**src/tx_link_debug_regs.svh**
```systemverilog
// Purpose: offsets, field positions and reset values of the link debug status bank
// Assumes: Avalon-MM byte addresses, one 32-bit word per register
// Notes: definitions only
`ifndef TX_LINK_DEBUG_REGS_SVH
`define TX_LINK_DEBUG_REGS_SVH

`define ADDR_W              8
`define OFF_LINK_STATE      8'h80
`define OFF_LANE_FIFO       8'h84
`define OFF_IRQ_STATUS      8'h88
`define OFF_IRQ_MASK        8'h8C
`define SYNC_LSB            0
`define SYNC_MSB            1
`define DLL_BIT             2
`define ILAS_LSB            3
`define ILAS_MSB            10
`define FULL_LSB            0
`define EMPTY_LSB           16
`define LANES               8
`define RESET_WORD          32'h0000_0000
`define IRQ_W               3
`define IRQ_SYNC_REQ        0
`define IRQ_FULL            1
`define IRQ_DLL_CHANGE      2

`endif

```
**src/tx_link_debug_pkg.sv**
```systemverilog
// Purpose: types shared by the debug status bank
// Assumes: nothing
// Notes: constants live in tx_link_debug_regs.svh
package tx_link_debug_pkg;
	typedef enum logic [2:0] {
		BUS_IDLE  = 3'b001,
		BUS_READ  = 3'b010,
		BUS_WRITE = 3'b100
	} bus_state_type;
endpackage : tx_link_debug_pkg

```
**src/tx_link_debug_snap_if.sv**
```systemverilog
// Purpose: link status (registered state fields, live FIFO flags) carried from capture stage to register file
// Assumes: one clock
// Notes: none
`timescale 1ns/1ps
interface tx_link_debug_snap_if;
	logic [7:0] ilas_count;
	logic       dll_state;
	logic [1:0] sync_value;
	logic [7:0] fifo_empty;
	logic [7:0] fifo_full;
	modport source (output ilas_count, dll_state, sync_value, fifo_empty, fifo_full);
	modport sink   (input  ilas_count, dll_state, sync_value, fifo_empty, fifo_full);
endinterface : tx_link_debug_snap_if

```
**src/tx_link_debug_status.sv**
```systemverilog
// Purpose: link debug status bank on Avalon-MM with interrupt, read-only except the interrupt mask and status
// Assumes: Avalon-MM slave with waitrequest, all inputs synchronous to clk_i
// Notes: one wait state per access
// What this block does
// - ILAS multiframe counter, minus-one binary, in bits 10:3.
// - data link layer state in bit 2, read-only, resets zero.
// - internal SYNC_N value in bits 1:0.
// - offset 0x84: lane FIFO empty flags bits 23:16; 31:24 read zero.
// - same register: lane FIFO full flags bits 7:0; 15:8 read zero.
`timescale 1ns/1ps
`include "tx_link_debug_regs.svh"
module tx_link_debug_status (
	input  wire logic        clk_i,
	input  wire logic        rst_n_i,
	input  wire logic [7:0]  avs_address_i,
	input  wire logic        avs_read_i,
	input  wire logic        avs_write_i,
	input  wire logic [31:0] avs_writedata_i,
	input  wire logic [3:0]  avs_byteenable_i,
	output logic      [31:0] avs_readdata_o,
	output logic             avs_waitrequest_o,
	output logic      [1:0]  avs_response_o,
	input  wire logic [7:0]  ilas_count_i,
	input  wire logic        dll_state_i,
	input  wire logic [1:0]  sync_value_i,
	input  wire logic [7:0]  lane_phase_fifo_empty_flag_i,
	input  wire logic [7:0]  lane_phase_fifo_full_flag_i,
	output logic             irq_o
);
	tx_link_debug_snap_if snap ();

	tx_link_debug_capture u_capture (
		.clk_i                        (clk_i),
		.rst_n_i                      (rst_n_i),
		.ilas_count_i                 (ilas_count_i),
		.dll_state_i                  (dll_state_i),
		.sync_value_i                 (sync_value_i),
		.lane_phase_fifo_empty_flag_i (lane_phase_fifo_empty_flag_i),
		.lane_phase_fifo_full_flag_i  (lane_phase_fifo_full_flag_i),
		.snap                         (snap)
	);

	tx_link_debug_pkg::bus_state_type state;
	tx_link_debug_pkg::bus_state_type next_state;
	logic [31:0]       rdata;
	logic [31:0]       next_rdata;
	logic [1:0]        resp;
	logic [1:0]        next_resp;
	logic [`IRQ_W-1:0] irq_status;
	logic [`IRQ_W-1:0] next_irq_status;
	logic [`IRQ_W-1:0] irq_mask;
	logic [`IRQ_W-1:0] next_irq_mask;
	logic              dll_prev;
	logic [1:0]        sync_prev;
	logic [`IRQ_W-1:0] events;
	logic [31:0]       link_word;
	logic [31:0]       fifo_word;
	logic              next_dll_prev;
	logic [1:0]        next_sync_prev;
	logic              take_read;
	logic              take_write;
	logic [31:0]       read_word;

	function automatic logic mapped(input logic [7:0] a);
		mapped = (a == `OFF_LINK_STATE) || (a == `OFF_LANE_FIFO) ||
			(a == `OFF_IRQ_STATUS) || (a == `OFF_IRQ_MASK);
	endfunction : mapped

	always_comb
	begin
		link_word = `RESET_WORD;
		link_word[`ILAS_MSB:`ILAS_LSB] = snap.ilas_count;
		link_word[`DLL_BIT]            = snap.dll_state;
		link_word[`SYNC_MSB:`SYNC_LSB] = snap.sync_value;
	end

	// reserved bits stay zero from the reset word
	always_comb
	begin
		fifo_word = `RESET_WORD;
		for (int i = 0; i < `LANES; i++)
		begin
			fifo_word[`EMPTY_LSB + i] = snap.fifo_empty[i];
			fifo_word[`FULL_LSB + i]  = snap.fifo_full[i];
		end
	end

	// events: sync request seen, any lane full, link state change
	always_comb
	begin
		events = '0;
		events[`IRQ_SYNC_REQ]   = (sync_prev != 2'h0) && (snap.sync_value == 2'h0);
		events[`IRQ_FULL]       = |snap.fifo_full;
		events[`IRQ_DLL_CHANGE] = dll_prev != snap.dll_state;
	end

	// requests are taken only from idle; read wins if both are raised
	always_comb
	begin
		take_read  = (state == tx_link_debug_pkg::BUS_IDLE) && avs_read_i;
		take_write = (state == tx_link_debug_pkg::BUS_IDLE) && avs_write_i && !avs_read_i;
	end

	always_comb
	begin
		unique case (avs_address_i)
			`OFF_LINK_STATE: read_word = link_word;
			`OFF_LANE_FIFO:  read_word = fifo_word;
			`OFF_IRQ_STATUS: read_word = {29'h0, irq_status};
			`OFF_IRQ_MASK:   read_word = {29'h0, irq_mask};
			default:         read_word = `RESET_WORD;
		endcase
	end

	// bus handshake group
	always_comb
	begin
		next_state = state;
		next_rdata = rdata;
		next_resp  = resp;
		unique case (state)
			tx_link_debug_pkg::BUS_IDLE:
			begin
				if (take_read)
				begin
					next_state = tx_link_debug_pkg::BUS_READ;
					next_rdata = read_word;
					next_resp  = mapped(avs_address_i) ? 2'h0 : 2'h3;
				end
				else if (take_write)
				begin
					next_state = tx_link_debug_pkg::BUS_WRITE;
					next_resp  = mapped(avs_address_i) ? 2'h0 : 2'h3;
				end
			end
			tx_link_debug_pkg::BUS_READ:
			begin
				next_state = tx_link_debug_pkg::BUS_IDLE;
			end
			tx_link_debug_pkg::BUS_WRITE:
			begin
				next_state = tx_link_debug_pkg::BUS_IDLE;
			end
			default:
				next_state = tx_link_debug_pkg::BUS_IDLE;
		endcase
	end

	always_ff @(posedge clk_i)
	begin
		if (!rst_n_i)
		begin
			state <= tx_link_debug_pkg::BUS_IDLE;
			rdata <= `RESET_WORD;
			resp  <= 2'h0;
		end
		else
		begin
			state <= next_state;
			rdata <= next_rdata;
			resp  <= next_resp;
		end
	end

	// interrupt group: an event in the clearing cycle wins over the clear
	always_comb
	begin
		next_irq_mask   = irq_mask;
		next_irq_status = irq_status;
		if (take_write && avs_byteenable_i[0])
		begin
			if (avs_address_i == `OFF_IRQ_MASK)
				next_irq_mask = avs_writedata_i[`IRQ_W-1:0];
			if (avs_address_i == `OFF_IRQ_STATUS)
				next_irq_status = irq_status & ~avs_writedata_i[`IRQ_W-1:0];
		end
		next_irq_status = next_irq_status | events;
	end

	always_ff @(posedge clk_i)
	begin
		if (!rst_n_i)
		begin
			irq_status <= '0;
			irq_mask   <= '0;
		end
		else
		begin
			irq_status <= next_irq_status;
			irq_mask   <= next_irq_mask;
		end
	end

	// history of link state for the edge events
	always_comb
	begin
		next_dll_prev  = snap.dll_state;
		next_sync_prev = snap.sync_value;
	end

	always_ff @(posedge clk_i)
	begin
		if (!rst_n_i)
		begin
			dll_prev  <= 1'b0;
			sync_prev <= 2'h0;
		end
		else
		begin
			dll_prev  <= next_dll_prev;
			sync_prev <= next_sync_prev;
		end
	end

	assign avs_waitrequest_o = (state == tx_link_debug_pkg::BUS_IDLE);
	assign avs_readdata_o    = rdata;
	assign avs_response_o    = resp;
	assign irq_o             = |(irq_status & irq_mask);
endmodule : tx_link_debug_status

```
**src/tx_link_debug_capture.sv**
```systemverilog
// Purpose: registers link-state status and passes lane FIFO flags through live
// Assumes: all inputs synchronous to clk_i
// Notes: state fields register once, FIFO flags are not latched
`timescale 1ns/1ps
`include "tx_link_debug_regs.svh"
module tx_link_debug_capture (
	input  wire logic        clk_i,
	input  wire logic        rst_n_i,
	input  wire logic [7:0]  ilas_count_i,
	input  wire logic        dll_state_i,
	input  wire logic [1:0]  sync_value_i,
	input  wire logic [7:0]  lane_phase_fifo_empty_flag_i,
	input  wire logic [7:0]  lane_phase_fifo_full_flag_i,
	tx_link_debug_snap_if.source snap
);
	logic [7:0] ilas_q;
	logic       dll_q;
	logic [1:0] sync_q;
	logic [7:0] next_ilas_q;
	logic       next_dll_q;
	logic [1:0] next_sync_q;

	always_comb
	begin
		next_ilas_q = ilas_count_i;
		next_dll_q  = dll_state_i;
		next_sync_q = sync_value_i;
	end

	always_ff @(posedge clk_i)
	begin
		if (!rst_n_i)
		begin
			ilas_q <= 8'h00;
			dll_q  <= 1'b0;
			sync_q <= 2'h0;
		end
		else
		begin
			ilas_q <= next_ilas_q;
			dll_q  <= next_dll_q;
			sync_q <= next_sync_q;
		end
	end

	always_comb
	begin
		snap.ilas_count = ilas_q;
		snap.dll_state  = dll_q;
		snap.sync_value = sync_q;
		// live flags, forced clear in reset
		snap.fifo_empty = rst_n_i ? lane_phase_fifo_empty_flag_i : 8'h00;
		snap.fifo_full  = rst_n_i ? lane_phase_fifo_full_flag_i : 8'h00;
	end
endmodule : tx_link_debug_capture

```
**config.mk**
```make
export PLATFORM = sky130hd
export DESIGN_NAME = tx_link_debug_status
export DESIGN_NICKNAME = d
export VERILOG_FILES = /design/src/tx_link_debug_pkg.sv /design/src/tx_link_debug_snap_if.sv /design/src/tx_link_debug_status.sv /design/src/tx_link_debug_capture.sv
export VERILOG_INCLUDE_DIRS = /design/src /design/src/src
export SDC_FILE = /design/constraint.sdc
export NUM_CORES = 1
export LEC_CHECK = 0
export BUFFER_PORTS_ARGS = -buffer_cell sky130_fd_sc_hd__buf_2
export CAP_MARGIN = 40
export CORE_MARGIN = 2
export CORE_UTILIZATION = 44
export CTS_BUF_LIST = sky130_fd_sc_hd__clkbuf_2 sky130_fd_sc_hd__clkbuf_4 sky130_fd_sc_hd__clkbuf_8
export CTS_CLUSTER_DIAMETER = 50
export DETAILED_ROUTE_END_ITERATION = 10
export PLACE_DENSITY = 0.78
export SLEW_MARGIN = 30
export SYNTH_ARGS = -nofsm -noshare
export SYNTH_HDL_FRONTEND = slang
export SYNTH_SLANG_ARGS = --single-unit
```
**constraint.sdc**
```tcl
create_clock -name clk_i -period 1.9 [get_ports clk_i]
set_input_delay 0.19 -clock clk_i [delete_from_list [all_inputs] [get_ports clk_i]]
set_output_delay 0.19 -clock clk_i [all_outputs]
set_load 0.05 [all_outputs]
```
==> flow_summary.toml <==
[global_route]
grt_pass1_vias = 1257
grt_pass1_wl_um = 5747
antenna_found_initial = 0
grt_max_degree = 33
grt_use_total = 0.1672
grt-ovfl-total = 0

[cts]
cts.sinks = 43
post_cts_buffers = 0
clock_path_buffers = 2
insertion_delay_ns = 0.30
cts_buffers = 5
postCtsHoldBufs = 0
path_clk_slew_ns = 0.08
clockRootBuffer = "clkbuf_8"
cts-resized-gates = 0
cts_tree = "yes"
cts_max_level = 2

[route]
firstDrtPassIters = 4
wl_per_cell_um = 13.40
num_vias = 1429
drc_errors = 0
wl_um = 3831
via_per_inst = 4.997
ant_nets = 0
drtIter0Drc = 43

[sta]
clock_skew_ns = 0.004356
finalWorstSetupSlack_ns = 0.1066
worst_pin_slew_ns = 0.5228
fmax_mhz = 557.6
min_period_ns = 1.793
period_share = 0.9439
slew_headroom = 0.6482
setup_viol = 0
setup_tns_ns = 0
finalHoldViolations = 0
rsz0062_at_grt = "no"
maxSlewViolCount = 0

[critical_path]
reg2reg_depth = 4
critical_path_class = "reg -> out"
r2r-end = "avs_readdata_o[19]"
worstPathArrival_ns = 1.60
setup.worst_path.start = "state[0]"
cp-endpoint = "avs_waitrequest_o"
required_ns = 1.71
reg2reg_slack_ns = 0.13
crit_fanout = 6
worstSetupEndpointType = "output pin"
worstSetupStartpointType = "flip-flop"
regToRegStartpoint = "state[0]"

[die]
initial_core_util = 0.4578
num_rows = 23
dieArea_um2 = 4725
die_x_um = 68.74
ioPinCount = 111
core_um2 = 4029
die_h_um = 68.74

[power_and_ir_drop]
power.density_nw_per_um2 = 797.9
pwr-share-comb = 0.164
vdd_ir_drop_max_mv = 0.3319
leakage_nw = 1.004
internal-power_mw = 1.304
seqPwrFrac = 0.521
swShare = 0.2790
p_switching_mw = 0.5047
p_clk_frac = 0.315

[finish]
fin_area_um2 = 2267
area_growth_syn_to_layout_pct = 22.93
num-fill-cells = 370
nNetsFinal = 310
diodes = 0
layout-drive-gt1-share = 0.4322
final_cells = 286

[synth]
yosysUniqueCellTypes = 36
synth-seq-area-share = 0.4668
synth_edf_count = 0
syn_area_um2 = 1844
ys_warn_count = 0
syn_inst = 167
synth_flop_cell = "dfxtp_1"
synth_seq_cells = 43
synthArstFlopShare = 0
avgSynthCellArea_um2 = 11.04

[placement]
place_ws_ns = 0.09382
dp_hpwl_um = 2871
dpl_cell_area_um2 = 2178
gp_congestion = 0.8339
place_inst = 278
io_buffers = 65

[job]
max_cap_viol_count = 0

[hold_path]
hold_class = "in -> reg"
worstHoldStart = "ilas_count_i[3]"

[status]
run_status = "finished, final reports clean"
## logic make-up after synthesis
kind of cell    Yosys count  share of synthesized area
simple gates             55                     0.2062
flops                    43                     0.4668
compound gates           35                     0.1750
buf+inv                  26                    0.09226
mux                       6                    0.05292
xor+xnor                  1                   0.004750
other cells               1                   0.002033
## cells in the mapped netlist, types with 2 or more instances
cell type | n | share of area
inv_1 | 3 | 0.0061
buf_4 | 15 | 0.061
nor4_1 | 3 | 0.010
nor2b_1 | 5 | 0.017
o2bb2ai_2 | 8 | 0.065
buf_6 | 2 | 0.012
nor2_1 | 3 | 0.0061
a31oi_1 | 6 | 0.020
o41ai_1 | 3 | 0.014
nand2_1 | 8 | 0.016
mux4_2 | 3 | 0.037
nand4b_1 | 2 | 0.0095
and2_1 | 18 | 0.061
nand2b_1 | 3 | 0.010
clkbuf_1 | 5 | 0.010
or4b_2 | 3 | 0.016
a22o_1 | 11 | 0.052
a21oi_1 | 4 | 0.011
dfxtp_1 | 43 | 0.47
mux2i_1 | 3 | 0.016
## metal layers
layer,vias to the layer above,GRT usage,wire (µm)
met5,-,0,0
met4,0,0.09559,94
met3,12,0.05195,221
met2,49,0.2536,1812
met1,650,0.2098,1703
li1,718,-,-
## power by group through the flow
stage                     sequential, mW  combinational (mW)  clock (mW)
after floorplan                    0.969               0.217           0
after global placement             0.962               0.290           0
after detailed placement           0.963               0.296           0
after CTS                          0.942               0.297       0.586
after global routing               0.945               0.321       0.619
final                              0.942               0.297       0.570
## worst max-delay path, stage by stage, from the launching register on
cell and delay, ns:
dfxtp_1 0.34, or3b_1 0.48, clkinvlp_4 0.13, buf_4 0.11
buf_2 0.25
## per-stage QoR
step / util / total power [mW] / hold WS [ns]
after floorplan: - / 1.186 / 0.2693
after global placement: 0.5388 / 1.251 / 0.3987
after detailed placement: 0.5407 / 1.259 / 0.4000
after CTS: 0.5627 / 1.825 / 0.08551
after global routing: 0.5627 / 1.884 / 0.08660
final: 0.5627 / 1.809 / 0.09108
## flip-flops by register name (all words and copies together) (netlist names)
name	count
irq_mask	3
dll_prev	1
avs_readdata_o	19
irq_status	3
avs_response_o	1
sync_prev	2
state	3
u_capture.snap.ilas_count	8
u_capture.snap.dll_state	1
u_capture.snap.sync_value	2
## worst min-delay path by stage
stage	endpoint	slack, ns	cells past startpoint
2_1_floorplan	state[2]	0.27	1
3_3_place_gp	u_capture.snap.ilas_count[6]	0.40	2
3_5_place_dp	u_capture.snap.ilas_count[6]	0.40	2
4_1_cts	u_capture.snap.ilas_count[1]	0.09	2
5_1_grt	u_capture.snap.ilas_count[5]	0.09	2
6_report	u_capture.snap.ilas_count[3]	0.09	2
## layout make-up
| class | count | area (µm²) | area share |
|---|---|---|---|
| clock buffers | 6 | 76.32 | 0.03366 |
| clock inverters | 2 | 12.51 | 0.005519 |
| inverters | 3 | 15.01 | 0.006623 |
| multi-input cells | 110 | 862.1 | 0.3802 |
| flip-flops and latches | 43 | 860.8 | 0.3797 |
| well taps | 50 | 62.56 | 0.02759 |
| repair buffers | 72 | 377.9 | 0.1667 |
## cell usage in the layout (no fill, tap or decap), types with 2 or more instances in the layout
cell type / instances
a21oi_1: 3
a22o_1: 11
a31oi_1: 6
and2_1: 18
buf_2: 65
buf_4: 7
clkbuf_8: 5
clkinvlp_4: 2
conb_1: 13
dfxtp_1: 43
inv_1: 2
mux2i_1: 3
mux4_2: 3
nand2_1: 8
nand2b_1: 3
nand4b_1: 2
nor2_1: 3
nor2b_1: 5
nor4_1: 3
o2bb2ai_2: 8
o41ai_1: 3
or4b_2: 3
Power figures use the tool's default switching activity.
